--- src/sioenc_pkg.sv ---
// Package for the servo target select and incremental I/O front end.
// Assumes a single 200 MHz clock domain; nothing is imported, use sioenc_pkg::name.
`default_nettype none
package sioenc_pkg;
  // ****************************************
  // Clock and widths
  // ****************************************
  localparam int unsigned CLK_MHZ      = 200;           // System clock rate
  localparam int unsigned TARGET_W     = 4;             // Target index width
  localparam int unsigned GROUP_W      = 2;             // Group index width
  localparam int unsigned ADC_W        = 12;            // Analogue setpoint width
  localparam int unsigned MON_W        = 8;             // Monitor converter width
  localparam int unsigned POS_W        = 16;            // Position counter width
  localparam int unsigned ANGLE_W      = 16;            // Rotor angle width
  // ****************************************
  // Field positions in the six-bit selection word
  // ****************************************
  localparam int unsigned SEL_TGT_LSB  = 0;             // Target bits 0..3
  localparam int unsigned SEL_GRP_LSB  = 4;             // Group bits 4..5
  // ****************************************
  // Line count codes: 32 << code, code 0..5
  // ****************************************
  localparam logic [2:0]  LINES_32     = 3'h0;          // 32 lines per turn
  localparam logic [2:0]  LINES_1024   = 3'h5;          // 1024 lines per turn
  localparam int unsigned LINES_MIN_LOG2 = 5;           // log2 of 32
  // ****************************************
  // Input mode select
  // ****************************************
  typedef enum logic [1:0] {
    SIOENC_IN_LOGIC = 2'h0,                             // Positioning functions
    SIOENC_IN_QUAD  = 2'h1,                             // A/B/N quadrature
    SIOENC_IN_PDIR  = 2'h2                              // Pulse and direction
  } sioenc_in_mode_t;
  // ****************************************
  // Reset values
  // ****************************************
  localparam logic [15:0] RST_POS      = 16'h0000;      // Follower position
  localparam logic [5:0]  RST_SEL      = 6'h00;         // Latched selection
endpackage
`default_nettype wire

--- src/sioenc_top.sv ---
// Servo drive digital I/O front end: target selection, start, limits,
// enable/error clear, ready/brake, incremental input and emulated output.
// Assumes all inputs are already synchronous to clk_i and debounced outside.
`timescale 1ns/100ps
`default_nettype none
module sioenc_top (
  input  wire logic                 clk_i,                   // 200 MHz clock
  input  wire logic                 reset_n_i,               // Async reset, active low
  input  wire logic                 target_sel_bit0_i,       // Pin, shared with analogue 0
  input  wire logic                 target_sel_bit1_i,       // Pin, shared with analogue 0
  input  wire logic                 target_sel_bit2_i,       // Pin, shared with analogue 1
  input  wire logic                 target_sel_bit3_i,       // Pin, shared with analogue 1
  input  wire logic                 group_sel_bit0_or_enc_a_i, // Group bit 0 or A
  input  wire logic                 group_sel_bit1_or_enc_b_i, // Group bit 1 or B
  input  wire logic                 start_pos_or_enc_index_i,  // Start or index
  input  wire logic                 limit_switch_0_i,        // Travel limit 0
  input  wire logic                 limit_switch_1_i,        // Travel limit 1
  input  wire logic                 drive_enable_err_clear_i,// Enable / clear on fall
  input  wire logic [1:0]           in_mode_i,               // Input mode select
  input  wire logic [2:0]           in_lines_i,              // Input line count code
  input  wire logic [2:0]           out_lines_i,             // Emulation line count code
  input  wire logic                 emul_en_i,               // General outputs carry A/B
  input  wire logic                 gp_out_a_cfg_i,          // Free value of general out A
  input  wire logic                 gp_out_b_cfg_i,          // Free value of general out B
  input  wire logic                 analog0_sel_i,           // Analogue 0 uses its pins
  input  wire logic                 analog1_sel_i,           // Analogue 1 uses its pins
  input  wire logic [11:0]          setpoint_analog_0_i,     // Converted setpoint 0
  input  wire logic [11:0]          setpoint_analog_1_i,     // Converted setpoint 1
  input  wire logic [15:0]          rotor_angle_i,           // Measured rotor angle
  input  wire logic                 fault_i,                 // Drive fault event
  input  wire logic                 brake_release_i,         // Control asks brake operated
  input  wire logic [7:0]           monitor_value_i,         // Value for monitor converter
  output logic                      ready_out_o,             // Operational / ready
  output logic                      gp_out_a_emul_o,         // General output A
  output logic                      gp_out_b_emul_o,         // General output B
  output logic                      brake_out_o,             // Holding brake drive
  output logic [7:0]                monitor_analog_out_o,    // Monitor converter word
  output logic [3:0]                target_index_o,          // Latched target index
  output logic [1:0]                group_index_o,           // Latched group index
  output logic                      start_pulse_o,           // One-cycle run launch
  output logic                      limit_0_o,               // Limit 0 asserted
  output logic                      limit_1_o,               // Limit 1 asserted
  output logic                      error_o,                 // Pending error flag
  output logic [15:0]               follow_pos_o,            // Follower position count
  output logic                      index_seen_o,            // One-cycle index pulse
  output logic [11:0]               setpoint_0_o,            // Registered setpoint 0
  output logic [11:0]               setpoint_1_o,            // Registered setpoint 1
  output logic                      setpoint_0_vld_o,        // Setpoint 0 in use
  output logic                      setpoint_1_vld_o         // Setpoint 1 in use
);

  // ****************************************
  // Reset release
  // ****************************************
  logic [1:0] rst_sync_r;                                    // Release shift pair
  logic       rst_n;                                         // Synchronised reset

  // Assert at once, release after two edges
  // Release is timed to the clock so no flop sees reset lift near its edge;
  // entry stays asynchronous so outputs drop even with the clock stopped
  always_ff @(posedge clk_i or negedge reset_n_i) begin
    if (!reset_n_i) begin
      rst_sync_r <= 2'h0;
    end else begin
      rst_sync_r <= {rst_sync_r[0], 1'b1};
    end
  end
  // Only the second flop is read; the first may still be settling
  assign rst_n = rst_sync_r[1];

  // ****************************************
  // Input decoding
  // ****************************************
  logic [5:0] sel_word;                                      // Six-bit selection, shared pins masked
  logic       enc_mode;                                      // Pins act as encoder
  logic       start_lvl;                                     // Start as logic input
  logic       start_d_r;                                     // Previous start level
  logic       en_d_r;                                        // Previous enable level

  // High level means asserted; no inversion anywhere
  // Pins lent to an analogue input read as zero, so a stale level on a
  // shared pin can never leak into the latched target index
  assign sel_word = {group_sel_bit1_or_enc_b_i, group_sel_bit0_or_enc_a_i,
                     target_sel_bit3_i & ~analog1_sel_i, target_sel_bit2_i & ~analog1_sel_i,
                     target_sel_bit1_i & ~analog0_sel_i, target_sel_bit0_i & ~analog0_sel_i};
  // Encoder modes take the group and start pins away
  assign enc_mode  = (in_mode_i != sioenc_pkg::SIOENC_IN_LOGIC);
  assign start_lvl = start_pos_or_enc_index_i & ~enc_mode;

  // Edge history for start and enable
  // Both histories reset low: a start pin already high at release gives a
  // start edge, but an enable held high gives no false clear
  always_ff @(posedge clk_i or negedge rst_n) begin
    if (!rst_n) begin
      start_d_r <= 1'b0;
      en_d_r    <= 1'b0;
    end else begin
      start_d_r <= start_lvl;
      en_d_r    <= drive_enable_err_clear_i;
    end
  end

  // ****************************************
  // Selection latch and start
  // ****************************************
  // Sampled on the rising start edge so a moving selection cannot disturb a run
  // Group bits keep their old value while their pins carry encoder signals
  always_ff @(posedge clk_i or negedge rst_n) begin
    if (!rst_n) begin
      target_index_o <= sioenc_pkg::RST_SEL[3:0];
      group_index_o  <= sioenc_pkg::RST_SEL[5:4];
      start_pulse_o  <= 1'b0;
    end else begin
      start_pulse_o <= start_lvl & ~start_d_r;
      if (start_lvl && !start_d_r) begin
        target_index_o <= sel_word[sioenc_pkg::SEL_TGT_LSB +: 4];
        if (!enc_mode) begin
          group_index_o <= sel_word[sioenc_pkg::SEL_GRP_LSB +: 2];
        end
      end
    end
  end

  // ****************************************
  // Limits, enable, error, ready, brake
  // ****************************************
  logic en_fall;                                             // Enable high-to-low
  // Falling enable seen against last cycle's level
  assign en_fall = en_d_r & ~drive_enable_err_clear_i;

  // Error: a fault in the clearing cycle wins over the clear
  // Set beats clear so a fault arriving while the operator clears is kept;
  // the operator must lower the enable once more after the fault has gone
  always_ff @(posedge clk_i or negedge rst_n) begin
    if (!rst_n) begin
      error_o <= 1'b0;
    end else if (fault_i) begin
      error_o <= 1'b1;
    end else if (en_fall) begin
      error_o <= 1'b0;
    end
  end

  // Status outputs, all registered
  // Limits pass through one flop only; debouncing is left to the far side
  always_ff @(posedge clk_i or negedge rst_n) begin
    if (!rst_n) begin
      limit_0_o   <= 1'b0;
      limit_1_o   <= 1'b0;
      ready_out_o <= 1'b0;
      brake_out_o <= 1'b0;
    end else begin
      limit_0_o   <= limit_switch_0_i;
      limit_1_o   <= limit_switch_1_i;
      // Ready needs enable, no error and no fault; drops in the same cycle as the error flag
      ready_out_o <= drive_enable_err_clear_i & ~error_o & ~fault_i;
      // Brake operated only while enabled with no error flag and control asks it; fault_i itself is not gated
      brake_out_o <= brake_release_i & drive_enable_err_clear_i & ~error_o;
    end
  end

  // ****************************************
  // Incremental follower input
  // ****************************************
  logic       a_d_r;                                         // Previous A
  logic       b_d_r;                                         // Previous B
  logic       n_d_r;                                         // Previous index
  logic       a_in;
  logic       b_in;
  logic       n_in;
  logic [1:0] step;                                          // 01 up, 11 down, else none
  logic [15:0] pos_nxt;

  assign a_in = group_sel_bit0_or_enc_a_i;
  assign b_in = group_sel_bit1_or_enc_b_i;
  assign n_in = start_pos_or_enc_index_i;

  // Edge history of the encoder pins
  // Reset low: a pin resting high at reset release in quadrature use costs one count
  always_ff @(posedge clk_i or negedge rst_n) begin
    if (!rst_n) begin
      a_d_r <= 1'b0;
      b_d_r <= 1'b0;
      n_d_r <= 1'b0;
    end else begin
      a_d_r <= a_in;
      b_d_r <= b_in;
      n_d_r <= n_in;
    end
  end

  // Step decode; a double transition is a lost count and is ignored
  // Limitation: inputs must move at most one phase per clock, far above any
  // real line rate, or counts are dropped without notice
  always_comb begin
    step = 2'h0;
    if (in_mode_i == sioenc_pkg::SIOENC_IN_QUAD) begin
      if ((a_in ^ a_d_r) && !(b_in ^ b_d_r)) begin
        step = (a_in ^ b_in) ? 2'h1 : 2'h3;
      end else if ((b_in ^ b_d_r) && !(a_in ^ a_d_r)) begin
        step = (a_in ^ b_in) ? 2'h3 : 2'h1;
      end
    end else if (in_mode_i == sioenc_pkg::SIOENC_IN_PDIR) begin
      if (a_in && !a_d_r) begin
        step = b_in ? 2'h3 : 2'h1;
      end
    end
  end

  // Count in fine steps, then scale: counts per turn are 4 x lines in quadrature
  // Pulse/direction gives one count per pulse, so a turn takes 4 x lines pulses
  assign pos_nxt = (step == 2'h1) ? follow_pos_o + 16'h0001 :
                   (step == 2'h3) ? follow_pos_o - 16'h0001 : follow_pos_o;

  // Position wraps per turn at 4 x the programmed line count; index re-zeroes it
  // Index only acts in quadrature use; in pulse/direction use the same pin
  // is neither start nor index and is simply ignored
  always_ff @(posedge clk_i or negedge rst_n) begin
    if (!rst_n) begin
      follow_pos_o <= sioenc_pkg::RST_POS;
      index_seen_o <= 1'b0;
    end else begin
      index_seen_o <= (in_mode_i == sioenc_pkg::SIOENC_IN_QUAD) & n_in & ~n_d_r;
      if ((in_mode_i == sioenc_pkg::SIOENC_IN_QUAD) && n_in && !n_d_r) begin
        follow_pos_o <= sioenc_pkg::RST_POS;
      end else begin
        follow_pos_o <= pos_nxt & ((16'h0080 << in_lines_i) - 16'h0001);
      end
    end
  end

  // ****************************************
  // Encoder emulation output
  // ****************************************
  logic [11:0] emu_cnt;                                      // Quarter-line count of angle
  logic [1:0]  emu_phase;                                    // Gray phase: A then B
  logic [3:0]  emu_shift;                                    // Angle bits below a quarter line

  // Shift is worked out at four bits; a three-bit sum would wrap and pick wrong bits
  assign emu_shift = 4'(sioenc_pkg::ANGLE_W - 2 - sioenc_pkg::LINES_MIN_LOG2) - {1'b0, out_lines_i};
  // Angle top bits give 4 x lines positions per turn
  assign emu_cnt   = 12'(rotor_angle_i >> emu_shift);
  // Phase sequence 00,10,11,01 means A leads B for rising angle
  assign emu_phase = {emu_cnt[1] ^ emu_cnt[0], emu_cnt[1]};

  // General outputs: free value or emulated A/B, index not produced
  // Switching the source takes effect on the next edge; a clean hand over is
  // left to whoever flips emul_en_i while the shaft is moving
  always_ff @(posedge clk_i or negedge rst_n) begin
    if (!rst_n) begin
      gp_out_a_emul_o <= 1'b0;
      gp_out_b_emul_o <= 1'b0;
    end else if (emul_en_i) begin
      gp_out_a_emul_o <= emu_phase[1];
      gp_out_b_emul_o <= emu_phase[0];
    end else begin
      gp_out_a_emul_o <= gp_out_a_cfg_i;
      gp_out_b_emul_o <= gp_out_b_cfg_i;
    end
  end

  // ****************************************
  // Analogue setpoints and monitor
  // ****************************************
  // Setpoints only valid while their pins are given to analogue use
  // Values are passed every cycle; the valid flags tell the loop when to
  // trust them, which saves a second mux on the twelve-bit paths
  always_ff @(posedge clk_i or negedge rst_n) begin
    if (!rst_n) begin
      setpoint_0_o         <= 12'h000;
      setpoint_1_o         <= 12'h000;
      setpoint_0_vld_o     <= 1'b0;
      setpoint_1_vld_o     <= 1'b0;
      monitor_analog_out_o <= 8'h00;
    end else begin
      setpoint_0_o         <= setpoint_analog_0_i;
      setpoint_1_o         <= setpoint_analog_1_i;
      setpoint_0_vld_o     <= analog0_sel_i;
      setpoint_1_vld_o     <= analog1_sel_i;
      monitor_analog_out_o <= monitor_value_i;
    end
  end

endmodule
`default_nettype wire

--- config.mk ---
export PLATFORM = sky130hd
export DESIGN_NAME = sioenc_top
export DESIGN_NICKNAME = d
export VERILOG_FILES = /design/src/sioenc_pkg.sv /design/src/sioenc_top.sv
export SDC_FILE = /design/constraint.sdc
export NUM_CORES = 1
export LEC_CHECK = 0
export BUFFER_PORTS_ARGS = -buffer_cell sky130_fd_sc_hd__buf_2
export CORE_MARGIN = 3
export CORE_UTILIZATION = 40
export CTS_CLUSTER_DIAMETER = 100
export DETAILED_ROUTE_END_ITERATION = 7
export PLACE_DENSITY = 0.66
export REMOVE_ABC_BUFFERS = 1
export SETUP_SLACK_MARGIN = 0.2
export SYNTH_ARGS = -nofsm -noshare
export SYNTH_HDL_FRONTEND = slang
export SYNTH_SLANG_ARGS = --single-unit
--- constraint.sdc ---
create_clock -name clk_i -period 3.6 [get_ports clk_i]
set_clock_uncertainty 0.2 [all_clocks]
set_input_delay 0.72 -clock clk_i [delete_from_list [all_inputs] [get_ports clk_i]]
set_output_delay 0.72 -clock clk_i [all_outputs]
set_load 0.02 [all_outputs]
==> results of run 1 <==
## synth_stat cells (6+ instances only)
library cell  count  share of area
mux2i_1           7          0.022
xnor2_1           9          0.025
or3_1             8          0.016
nand2b_1          8          0.016
clkbuf_1          6         0.0071
dfrtp_1          72           0.56
nand2_1          14          0.016
o21ai_0          12          0.019
ha_1              7          0.027
mux4_2            7          0.049
a21oi_1          12          0.019
nor3_1            8          0.013
inv_1            14          0.016
nor2_1           12          0.014
## cell usage in the layout, fill, tap and decap left out, drive strengths merged, types with 2 or more instances in the layout
| master | count |
|---|---|
| nor2 | 12 |
| nor3b | 5 |
| o21ai | 13 |
| o31ai | 2 |
| a22oi | 2 |
| and3 | 6 |
| xnor2 | 9 |
| and3b | 2 |
| a32oi | 2 |
| a21oi | 12 |
| nor3 | 8 |
| buf | 140 |
| clkbuf | 11 |
| a211oi | 4 |
| nor2b | 3 |
| nand3b | 2 |
| and2b | 2 |
| ha | 7 |
| or3 | 8 |
| nand4 | 3 |
| xor2 | 4 |
| mux2 | 4 |
| mux4 | 7 |
| dfrtp | 72 |
| nand3 | 5 |
| nand2b | 8 |
| inv | 15 |
| clkinvlp | 2 |
| o211ai | 2 |
| nand2 | 14 |
| mux2i | 7 |
| a21o | 3 |
| conb | 2 |
| nor4 | 4 |
## state kept, by name, indices dropped and copies added, names as in the netlist
register,count
limit_0_o,1
gp_out_b_emul_o,1
setpoint_1_o,12
group_index_o,2
monitor_analog_out_o,8
b_d_r,1
ready_out_o,1
setpoint_1_vld_o,1
rst_sync_r,2
index_seen_o,1
follow_pos_o,16
en_d_r,1
gp_out_a_emul_o,1
a_d_r,1
setpoint_0_vld_o,1
n_d_r,1
brake_out_o,1
error_o,1
setpoint_0_o,12
start_pulse_o,1
limit_1_o,1
start_d_r,1
target_index_o,4
## per-stage QoR
step,setup slack [ps],hold WS [ps]
CTS,809.1,69.37
global placement,462.7,56.59
finish,783.4,43.89
global route,665.8,91.69
floorplan,676.9,131.2
detailed placement,432.5,58.22
## per-layer routing
metal	vias to the layer above	track usage	share of wire
met4	0	0.06490	0.015
met2	110	0.3044	0.51
met3	9	0.06867	0.087
met1	1250	0.2069	0.39
li1	1223	-	-
met5	-	0	0
## kinds of logic (layout without fill, tap and decap cells)
kind of cell,after synthesis,count (layout),synth area share
AO/OA/AOI/OAI,45,45,0.09793
XOR/XNOR,13,13,0.03564
adder cells (fa/ha/maj),7,7,0.02742
buffers and inverters,24,170,0.03525
flip-flops,72,72,0.5640
multiplexers,18,18,0.08891
other,2,2,0.002351
AND/OR/NAND/NOR,85,85,0.1485
## area by class of cell
class                   instances  area, um2  area share
inverters                      14      52.55     0.01265
repair buffers                141      713.2      0.1717
flip-flops and latches         72       1803      0.4342
well taps                      99      123.9     0.02983
clock inverters                 4      28.78    0.006930
multi-input cells             170       1280      0.3082
clock buffers                  11      151.4     0.03646
## power groups by stage
| stage | clock network (mW) | registers, mW | logic (mW) |
|---|---|---|---|
| floorplan | 0 | 1.05 | 0.222 |
| global placement | 0 | 0.961 | 0.480 |
| detailed placement | 0 | 0.965 | 0.490 |
| CTS | 0.613 | 0.950 | 0.493 |
| global route | 0.648 | 0.962 | 0.542 |
| finish | 0.590 | 0.949 | 0.487 |
## final timing paths
kind,from,endpoint,slack [ps],depth (start not counted)
max,group_sel_bit0_or_enc_a_i,follow_pos_o[4]$_DFFE_PN0P_,780,10
min reg2reg,rst_sync_r[1]$_DFF_PN0_,error_o$_DFFE_PN0P_,40,0
min in group clk_i,rst_sync_r[0]$_DFF_PN0_,rst_sync_r[1]$_DFF_PN0_,160,0
min,rst_sync_r[1]$_DFF_PN0_,error_o$_DFFE_PN0P_,40,0
max reg2reg,a_d_r$_DFF_PN0_,follow_pos_o[4]$_DFFE_PN0P_,940,10
max in group asynchronous,rst_sync_r[1]$_DFF_PN0_,setpoint_0_o[1]$_DFF_PN0_,2180,1
==> metrics.md, run 1 <==
| Metric | Value |
|---|---|
| Initial antenna violation count | `0` |
| DRT antenna net count | `0` |
| Die width | `95.37 um` |
| Buf/Inv on CP | `2` |
| CP peak stage delay | `320 ps` |
| Distinct cell type count after synthesis | `53` |
| Tcrit/Tclk final | `0.7824` |
| Worst path slowest cell | `mux2_4` |
| Layout cell share with drive strength beyond 1 | `0.4272` |
| Status | `completed` |
| H-tree depth | `3` |
| Routed WL per cell | `14.85 um` |
| Sequence of cells on the critical path | `buf_2 > ha_1 > inv_1 > ha_1 > and2b_1 > mux2_4 > a22oi_4 > mux2_4 > or3_1 > a21oi_1` |
| Required @ worst endpoint | `3670 ps` |
| Vias in the first global route | `2667` |
| Relative slew slack | `0.5140` |
| Max Cap Viol | `0` |
| CTS buffer count | `9` |
| Clock Power Share | `0.291` |
| RSZ-0062 raised after global routing | `false` |
| I/O Pins | `140` |
| DRC Markers | `0` |
| Post-CTS Hold Buffers | `1` |
| Final Hold Viols | `0` |
| Post-synth ARST share | `1.000` |
| Final net count | `490` |
| Area delta synth->final | `30.00%` |
| Mapped Cells | `266` |
| Global router's overall resource usage | `0.1798` |
| Post_cts resized | `0` |
| Total gr overflow | `0` |
| # rows | `31` |
| Final Power | `2.026 mW` |
| Setup crit end kind | `flip-flop` |
| Final setup vio count | `0` |
| VDD IR max | `0.3806 mV` |
| Max clock buf depth | `2` |
| Die area | `9094 um2` |
| Sw Pwr | `0.6681 mW` |
| Clock transition at path regs | `80 ps` |
| Sw frac | `0.3297` |
| Setup TNS | `0 ps` |
| GPL Wtd Cong | `0.7968` |
| Inst Count DP | `495` |
| Latest clock arrival within the worst-skew pair | `340 ps` |
| Clock period minus worst slack | `2817 ps` |
| Internal power | `1.358 mW` |
| Slew Limit Fails | `0` |
| Crit Path Class | `in -> reg` |
| Sink Count | `72` |
| Fillers | `670` |
| Min-Delay Path Class | `reg -> async` |
| Syn Std Cell Area | `3194 um2` |
| WL final | `7586 um` |
| Setup Fix Bufs, Post-CTS | `0` |
| Port Buffers | `139` |
| Core Footprint | `7486 um2` |
| YS warnings | `0` |
| Vias/cell | `5.072` |
| Least-Margin Pin Slew | `726.4 ps` |
| Crit-path max FO | `6` |
| Synth Flop Type | `dfrtp_1` |
| Post-DP HPWL | `5802 um` |
| Die Height | `95.37 um` |
| Mean Syn Cell Area | `12.01 um2` |
| Pre-antenna DRT Iters | `4` |
| Iter 0 DRT Violations | `109` |
| Placed cell area | `3963 um2` |
| Global-route wire length before repair | `12470 um` |
| Final cell count without fillers | `511` |
| FMAX | `0.3550 GHz` |
| Seq/Total Area, Yosys | `0.5640` |
| Combinational Power Share | `0.240` |
| Clock root cell | `clkbuf_8` |
| Initial Utilization | `0.4267` |
| CTS tree | `done` |
| Flop pwr share | `0.469` |
| Largest net degree at the start of global routing | `46` |
| Final Util | `0.5547` |
| # diodes | `0` |
| Pwr dens | `487.9 nW/um2` |
| Via count | `2592` |
| Critical path startpoint category | `primary input` |
| Largest delay share family, worst path | `multiplexers` |
| WP data arrival | `2880 ps` |
| Synthesized flop and latch total | `72` |
| Post-synth EDFFs | `0` |
| Leak | `2.117 nW` |
| Final Cell Area | `4153 um2` |
(Power assumes the default switching activity.)
==> inputs of run 2 (changes only) <==
--- a/config.mk
+++ b/config.mk
@@ -5,12 +5,13 @@
 export SDC_FILE = /design/constraint.sdc
 export NUM_CORES = 1
 export LEC_CHECK = 0
+export ABC_AREA = 1
 export BUFFER_PORTS_ARGS = -buffer_cell sky130_fd_sc_hd__buf_2
 export CORE_MARGIN = 3
 export CORE_UTILIZATION = 40
 export CTS_CLUSTER_DIAMETER = 100
 export DETAILED_ROUTE_END_ITERATION = 7
-export PLACE_DENSITY = 0.66
+export PLACE_DENSITY = 0.64
 export REMOVE_ABC_BUFFERS = 1
 export SETUP_SLACK_MARGIN = 0.2
 export SYNTH_ARGS = -nofsm -noshare
==> constraint.sdc (replaced) <==
create_clock -name clk_i -period 2.9 [get_ports clk_i]
set_clock_uncertainty 0.2 [all_clocks]
set_input_delay 0.58 -clock clk_i [delete_from_list [all_inputs] [get_ports clk_i]]
set_output_delay 0.58 -clock clk_i [all_outputs]
set_load 0.02 [all_outputs]
==> run 2 against run 1 <==
  * Core utilization fell by 2.1 points
  * Largest cell class unchanged
  * Hold slack improved by 32 ps
  * Clock-buffer cell count did not move
  * Global-route usage rose by 1.8 points
  * Cell area rose by 13%
  * Synthesized cell count rose by 72%
==> metrics.md, run 2 <==
| Metric | Value |
|---|---|
| Status | `completed` |
| Internal power | `1.841 mW (+36%)` |
| Most frequent cell after synthesis | `nand2_1` |
| Sink Count | `72 (unchanged)` |
| Leak | `2.581 nW (+22%)` |
| WL final | `9619 um (+27%)` |
| Setup crit end kind | `flip-flop` |
| Setup TNS | `0 ps (unchanged)` |
| Initial antenna violation count | `0 (unchanged)` |
| Clock transition at path regs | `80 ps (about the same)` |
| GPL Wtd Cong | `0.9549 (+20%)` |
| VDD IR max | `0.2530 mV (-34%)` |
| Clock Power Share | `0.295 (+0.004)` |
| Port Buffers | `139 (unchanged)` |
| Area delta synth->final | `28.66%` |
| Vias in the first global route | `3372 (+26%)` |
| Least-Margin Pin Slew | `645.3 ps (-81.11 ps)` |
| Relative slew slack | `0.5684 (+0.05445)` |
| Crit-path max FO | `15 (+9)` |
| Initial Utilization | `0.4145 (-0.01224)` |
| Synth top cells by count | `136 x nand2_1, 72 x dfrtp_1, 61 x nand3_1` |
| CP peak stage delay | `290 ps (-30 ps)` |
| Commonest non-fill, non-tap cell in the layout | `buf_2` |
| Pre-antenna DRT Iters | `4 (unchanged)` |
| YS warnings | `0 (unchanged)` |
| Iter 0 DRT Violations | `136 (+25%)` |
| Synthesized flop and latch total | `72 (unchanged)` |
| Via count | `3404 (+31%)` |
| Worst path slowest cell | `ha_1` |
| Final setup vio count | `0 (unchanged)` |
| Area leader, netlist | `dfrtp_1` |
| Global-route wire length before repair | `15940 um (+28%)` |
| FMAX | `0.4674 GHz` |
| Mapped Cells | `457 (+72%)` |
| Multi-input gate area in the final layout | `1559 um2 (+22%)` |
| Final Hold Viols | `0 (unchanged)` |
| Post-DP HPWL | `7631 um (+32%)` |
| Latest clock arrival within the worst-skew pair | `350 ps (about the same)` |
| Sequence of cells on the critical path | `buf_2 > xnor2_1 > inv_1 > ha_1 > inv_1 > nand2_2 > nand2_4 > nand3_4 > inv_2 > nand2_1 > nand3_1 > nand2_1 > nor2_1` |
| Global router's overall resource usage | `0.1974 (+0.01756)` |
| Tcrit/Tclk final | `0.7378` |
| Die Height | `101.5 um (+6.5%)` |
| Sw frac | `0.3589 (+0.02916)` |
| Crit Path Class | `in -> reg` |
| Max clock buf depth | `2 (unchanged)` |
| Synth top area share | `0.4937 (-0.07038)` |
| Syn Std Cell Area | `3650 um2 (+14%)` |
| Combinational Power Share | `0.283 (+0.043)` |
| Register area | `1803 um2 (unchanged)` |
| Regs by FF count | `follow_pos_o (16), setpoint_0_o (12), setpoint_1_o (12)` |
| RSZ-0062 raised after global routing | `false` |
| Max FFs per register | `16 (unchanged)` |
| Min-Delay Path Class | `reg -> async` |
| Top post-synthesis cells by area | `dfrtp_1 49%, nand2_1 14%, nand3_1 8.4%, inv_1 6.0%, nor2_1 4.2%` |
| # diodes | `0 (unchanged)` |
| Inst Count DP | `698 (+41%)` |
| WP data arrival | `2220 ps (-660 ps)` |
| Sw Pwr | `1.031 mW (+54%)` |
| Flop pwr share | `0.422 (-0.047)` |
| H-tree depth | `3 (unchanged)` |
| Critical path startpoint category | `primary input` |
| Total gr overflow | `0 (unchanged)` |
| DRC Markers | `0 (unchanged)` |
| DRT antenna net count | `0 (unchanged)` |
| Pwr dens | `611.5 nW/um2 (+25%)` |
| Clock root cell | `clkbuf_8` |
| Largest net degree at the start of global routing | `57 (+24%)` |
| Required @ worst endpoint | `2980 ps (-690 ps)` |
| Routed WL per cell | `13.43 um (-9.5%)` |
| Core Footprint | `8806 um2 (+18%)` |
| Mean Syn Cell Area | `7.986 um2 (-33%)` |
| Top reg by flops | `follow_pos_o` |
| I/O Pins | `140 (unchanged)` |
| Die width | `101.5 um (+6.5%)` |
| Final cell count without fillers | `716 (+40%)` |
| Slew Limit Fails | `0 (unchanged)` |
| Vias/cell | `4.754 (-6.3%)` |
| # rows | `34 (+9.7%)` |
| Largest delay share family, worst path | `simple AND/OR/NAND/NOR gates` |
| CTS tree | `done` |
| Clock period minus worst slack | `2140 ps` |
| Synth Flop Type | `dfrtp_1` |
| CTS buffer count | `9 (unchanged)` |
| Seq/Total Area, Yosys | `0.4937 (-0.07038)` |
| Distinct cell type count after synthesis | `34 (-36%)` |
| Post-synth EDFFs | `0 (unchanged)` |
| Final net count | `685 (+40%)` |
| Most frequent cells in the layout | `139 x buf_2, 136 x nand2_1, 71 x dfrtp_1, 61 x nand3_1, 58 x inv_1` |
| Die area | `10310 um2 (+13%)` |
| Max Cap Viol | `0 (unchanged)` |
| Post-synth ARST share | `1.000 (unchanged)` |
| Fillers | `865 (+29%)` |
| Layout cell share with drive strength beyond 1 | `0.2977 (-0.1295)` |
| Buf/Inv on CP | `4 (+2)` |
## run 2: cell types whose count changed in the layout (fill, tap and decap cells not counted), sizes merged, moves of 8 or more
cell,before,now
nand2,14,141
nand3,5,65
inv,15,66
nor2,12,44
a21oi,12,2
nand2b,8,0
or3,8,0
## run 2: cell families (layout without fill, tap and decap cells)
group,after synthesis,after routing,synth area share
simple gates,266,266,0.3312
buf+inv,73,224,0.07919
flops,72,72,0.4937
compound gates,25,25,0.04114
xor+xnor,12,12,0.02880
fa+ha+maj,7,7,0.02400
other cells,2,2,0.002058
## run 2: per-layer routing
layer	vias up	GRT usage	share of wire
li1	1727	-	-
met1	1556	0.2292	0.40
met2	105	0.3571	0.53
met3	16	0.04339	0.050
met4	0	0.06851	0.019
met5	-	0	0
## run 2: worst paths after layout
check	start	endpoint	cells after the start	slack, ps
worst max-delay path	group_sel_bit1_or_enc_b_i	follow_pos_o[7]$_DFF_PN0_	13	760
worst min-delay path	rst_sync_r[1]$_DFF_PN0_	follow_pos_o[8]$_DFF_PN0_	1	80
worst max register to register	follow_pos_o[0]$_DFFE_PN0P_	follow_pos_o[10]$_DFF_PN0_	11	780
worst min register to register	rst_sync_r[1]$_DFF_PN0_	follow_pos_o[8]$_DFF_PN0_	1	80
max in group asynchronous	rst_sync_r[1]$_DFF_PN0_	gp_out_b_emul_o$_DFF_PN0_	1	1410
min in group clk_i	setpoint_analog_0_i[5]	setpoint_0_o[5]$_DFF_PN0_	1	120
## run 2: power groups by stage
stage               sequential, mW  combinational [mW]  clock (mW)
floorplan                     1.33               0.424           0
global placement              1.23               0.803           0
detailed placement            1.24               0.809           0
CTS                           1.21               0.818       0.874
global route                  1.23               0.917       0.925
finish                        1.21               0.811       0.848
## run 2: area by class of cell
| class | instances | area share |
|---|---|---|
| Sequential cell | 72 | 0.3840 |
| Multi-Input combinational cell | 312 | 0.3320 |
| Timing Repair Buffer | 142 | 0.1567 |
| Inverter | 66 | 0.05276 |
| Clock buffer | 11 | 0.03224 |
| Tap cell | 108 | 0.02878 |
| Clock inverter | 5 | 0.01359 |
## run 2: metrics by stage
| stage | utilization | setup WS (ps) | hold slack (ps) | total power [mW] | cell area, um2 |
|---|---|---|---|---|---|
| finish | 0.5332 | 760.5 | 75.88 | 2.871 | 4696 |
| global route | 0.5332 | 500.4 | 96.72 | 3.072 | 4696 |
| CTS | 0.5332 | 778.2 | 98.35 | 2.905 | 4696 |
| detailed placement | 0.5065 | 407.9 | -9.910 | 2.047 | 4461 |
| global placement | 0.5065 | 490.2 | -9.318 | 2.037 | 4461 |
| floorplan | - | 546.5 | 84.41 | 1.759 | 3608 |
## run 2: timing repair
item	CTS	global route
endpoints found under the hold margin	16	0
gates resized for setup	0	0
setup buffers	0	0
hold buffers	2	0
==> inputs of run 3 (changes only) <==
--- a/config.mk
+++ b/config.mk
@@ -5,13 +5,13 @@
 export SDC_FILE = /design/constraint.sdc
 export NUM_CORES = 1
 export LEC_CHECK = 0
-export ABC_AREA = 1
+export ABC_AREA = 0
 export BUFFER_PORTS_ARGS = -buffer_cell sky130_fd_sc_hd__buf_2
 export CORE_MARGIN = 3
 export CORE_UTILIZATION = 40
 export CTS_CLUSTER_DIAMETER = 100
 export DETAILED_ROUTE_END_ITERATION = 7
-export PLACE_DENSITY = 0.64
+export PLACE_DENSITY = 0.66
 export REMOVE_ABC_BUFFERS = 1
 export SETUP_SLACK_MARGIN = 0.2
 export SYNTH_ARGS = -nofsm -noshare
==> constraint.sdc (replaced) <==
create_clock -name clk_i -period 2 [get_ports clk_i]
set_clock_uncertainty 0.2 [all_clocks]
set_input_delay 0.4 -clock clk_i [delete_from_list [all_inputs] [get_ports clk_i]]
set_output_delay 0.4 -clock clk_i [all_outputs]
set_load 0.02 [all_outputs]
==> run 3 against run 2 <==
  * The run now ends with setup timing left
  * Wire length fell by 3.0%
  * Critical path depth fell by 3
  * Final cell count fell by 18%
  * Clock-buffer cell count fell by 1
  * Non-clock buffer count rose by 74
  * First-iteration DRC count fell by 38%
  * Sequential cell count did not move
  * Power rose by 44%
  * Sequential power rose by 40%
  * Clock power rose by 51%
  * Sequential share of layout area fell by 2.8 points
  * Global-route usage rose by 1.5 points
==> metrics.md, run 3 (synthesis gave the netlist of run 1 again) <==
| Metric | Value |
|---|---|
| WL final | `9334 um (-3.0%)` |
| I/O Pins | `140 (unchanged)` |
| Vias in the first global route | `3111 (-7.7%)` |
| Clock period minus worst slack | `2563 ps` |
| Internal power | `2.794 mW (+52%)` |
| Via count | `2913 (-14%)` |
| Setup crit end kind | `flip-flop` |
| Final Hold Viols | `0 (unchanged)` |
| # diodes | `0 (unchanged)` |
| Latest clock arrival within the worst-skew pair | `350 ps (about the same)` |
| Total gr overflow | `0 (unchanged)` |
| H-tree depth | `3 (unchanged)` |
| # rows | `31 (-8.8%)` |
| Pre-antenna DRT Iters | `4 (unchanged)` |
| Sequence of cells on the critical path | `inv_2 > ha_4 > inv_2 > ha_4 > and2b_1 > mux2_4 > a22oi_4 > mux2_4 > or3_4 > a21oi_2` |
| Clock root cell | `clkbuf_8` |
| Global router's overall resource usage | `0.2121 (+0.01468)` |
| Layout cell share with drive strength beyond 1 | `0.4898 (+0.1921)` |
| Crit Path Class | `reg -> reg` |
| Slew Limit Fails | `0 (unchanged)` |
| Die area | `9094 um2 (-12%)` |
| VDD IR max | `0.6338 mV (+150%)` |
| Regs by FF count | `follow_pos_o (16), setpoint_0_o (12), setpoint_1_o (12)` |
| Final Power | `4.134 mW (+44%)` |
| Core Footprint | `7486 um2 (-15%)` |
| Largest net degree at the start of global routing | `68 (+19%)` |
| Post-DP HPWL | `6101 um (-20%)` |
| Final setup vio count | `14 (+14)` |
| Most frequent cells in the layout | `139 x buf_2, 71 x dfrtp_1, 40 x dlygate4sd3_1, 34 x buf_4, 14 x nand2_1` |
| Critical path startpoint category | `flip-flop` |
| Global-route wire length before repair | `14770 um (-7.3%)` |
| Crit-path max FO | `3 (-12)` |
| Final net count | `565 (-18%)` |
| Routed WL per cell | `15.90 um (+18%)` |
| Max Cap Viol | `0 (unchanged)` |
| Pwr dens | `815.3 nW/um2 (+33%)` |
| Sw frac | `0.3241 (-0.03479)` |
| Sink Count | `72 (unchanged)` |
| Clock Power Share | `0.310 (+0.015)` |
| Combinational Power Share | `0.280 (-0.003)` |
| Leak | `2.509 nW (-2.8%)` |
| Port Buffers | `139 (unchanged)` |
| CP peak stage delay | `370 ps (+80 ps)` |
| RSZ-0062 raised after global routing | `true` |
| Min-Delay Path Class | `in -> reg` |
| Setup TNS | `-6709 ps (-6709 ps)` |
| Initial antenna violation count | `0 (unchanged)` |
| Violated checks | `setup timing` |
| GPL Wtd Cong | `0.8401 (-12%)` |
| Clock transition at path regs | `80 ps (about the same)` |
| Vias/cell | `4.963 (+4.4%)` |
| Status | `finished with violations` |
| DRC Markers | `0 (unchanged)` |
| WP data arrival | `2630 ps (+410 ps)` |
| CTS tree | `done` |
| Die Height | `95.37 um (-6.1%)` |
| Iter 0 DRT Violations | `85 (-38%)` |
| Post-route setup slack | `-563.3 ps (-1324 ps)` |
| DRT antenna net count | `0 (unchanged)` |
| Sw Pwr | `1.340 mW (+30%)` |
| Die width | `95.37 um (-6.1%)` |
| Final cell count without fillers | `587 (-18%)` |
| Inst Count DP | `528 (-24%)` |
| Max FFs per register | `16 (unchanged)` |
| Initial Utilization | `0.4267 (+0.01224)` |
| Area delta synth->final | `58.75%` |
| Max clock buf depth | `2 (unchanged)` |
| Worst path slowest cell | `dfrtp_1` |
| FMAX | `0.3901 GHz` |
| Fillers | `596 (-31%)` |
| CTS buffer count | `9 (unchanged)` |
| Commonest non-fill, non-tap cell in the layout | `buf_2` |
| Flop pwr share | `0.410 (-0.012)` |
| Tcrit/Tclk final | `1.282` |
| Required @ worst endpoint | `2070 ps (-910 ps)` |
| Top reg by flops | `follow_pos_o` |
==> run 3: cell count changes in the layout (fill, tap and decap cells not counted), sizes merged, moves of 10 or more <==
cell / delta
a21oi: +10
buf: +36
dlygate4sd3: +38
nand2: -127
nor2: -32
inv: -51
nand3: -60
==> run 3: power by group through the flow <==
stage | Sequential (mW) | Clock (mW) | Combinational, mW
2_1_floorplan | 1.88 | 0 | 0.400
3_3_place_gp | 1.72 | 0 | 0.955
3_5_place_dp | 1.72 | 0 | 0.978
4_1_cts | 1.69 | 1.31 | 1.11
5_1_grt | 1.72 | 1.37 | 1.27
6_report | 1.70 | 1.28 | 1.16
==> run 3: layout make-up <==
type	instances	area [um2]	area share
multi-input combinational	170	1478	0.2914
inverter	14	52.55	0.01036
sequential	72	1803	0.3555
clock inverter	6	92.59	0.01826
tap	99	123.9	0.02443
timing repair buffer	216	1394	0.2749
clock buffer	10	127.6	0.02517
==> run 3: layer usage <==
metal | share of wire | up-vias | track usage
met5 | 0 | - | 0
met4 | 0.015 | 0 | 0.07572
met3 | 0.082 | 15 | 0.06867
met2 | 0.54 | 117 | 0.3843
met1 | 0.36 | 1406 | 0.2302
li1 | - | 1375 | -
==> run 3: through the flow <==
stage | utilization | hold WS [ps] | setup slack, ps | area [um2]
6_report | 0.6774 | 20.19 | -563.3 | 5071
5_1_grt | 0.6774 | 5.082 | -682.3 | 5071
4_1_cts | 0.6669 | 1.779 | -581.6 | 4992
3_5_place_dp | 0.5641 | -129.9 | -817.9 | 4223
3_3_place_gp | 0.5641 | -130.4 | -743.4 | 4223
2_1_floorplan | - | -95.59 | -603.1 | 3134
==> run 3: final timing paths <==
| kind | start | endpoint | cells after the start | slack [ps] |
|---|---|---|---|---|
| worst max-delay path | a_d_r$_DFF_PN0_ | follow_pos_o[4]$_DFFE_PN0P_ | 10 | -560 |
| worst min-delay path | fault_i | ready_out_o$_DFF_PN0_ | 2 | 20 |
| worst max register to register | a_d_r$_DFF_PN0_ | follow_pos_o[4]$_DFFE_PN0P_ | 10 | -560 |
| worst min register to register | rst_sync_r[1]$_DFF_PN0_ | n_d_r$_DFF_PN0_ | 1 | 100 |
| max in group asynchronous | rst_sync_r[1]$_DFF_PN0_ | setpoint_0_o[10]$_DFF_PN0_ | 1 | 1000 |
| min in group asynchronous | rst_sync_r[1]$_DFF_PN0_ | n_d_r$_DFF_PN0_ | 1 | 100 |
==> run 3: worst max-delay path: cells and delay by family, from the launching register on <==
family,cells,cell delay (ps)
multiplexers,2,610
AND/OR/NAND/NOR,2,500
AO/OA/AOI/OAI,2,390
flip-flops,1,370
adder cells (fa/ha/maj),2,310
buffers and inverters,2,120
==> run 3: what timing repair did <==
action | CTS | global route
endpoints found under the setup margin | 16 | 17
buffers inserted | 2 | 1
gates resized for setup | 27 | 12
endpoints found under the hold margin | 43 | 0
hold buffers | 40 | 0
pin swaps | 16 | 16
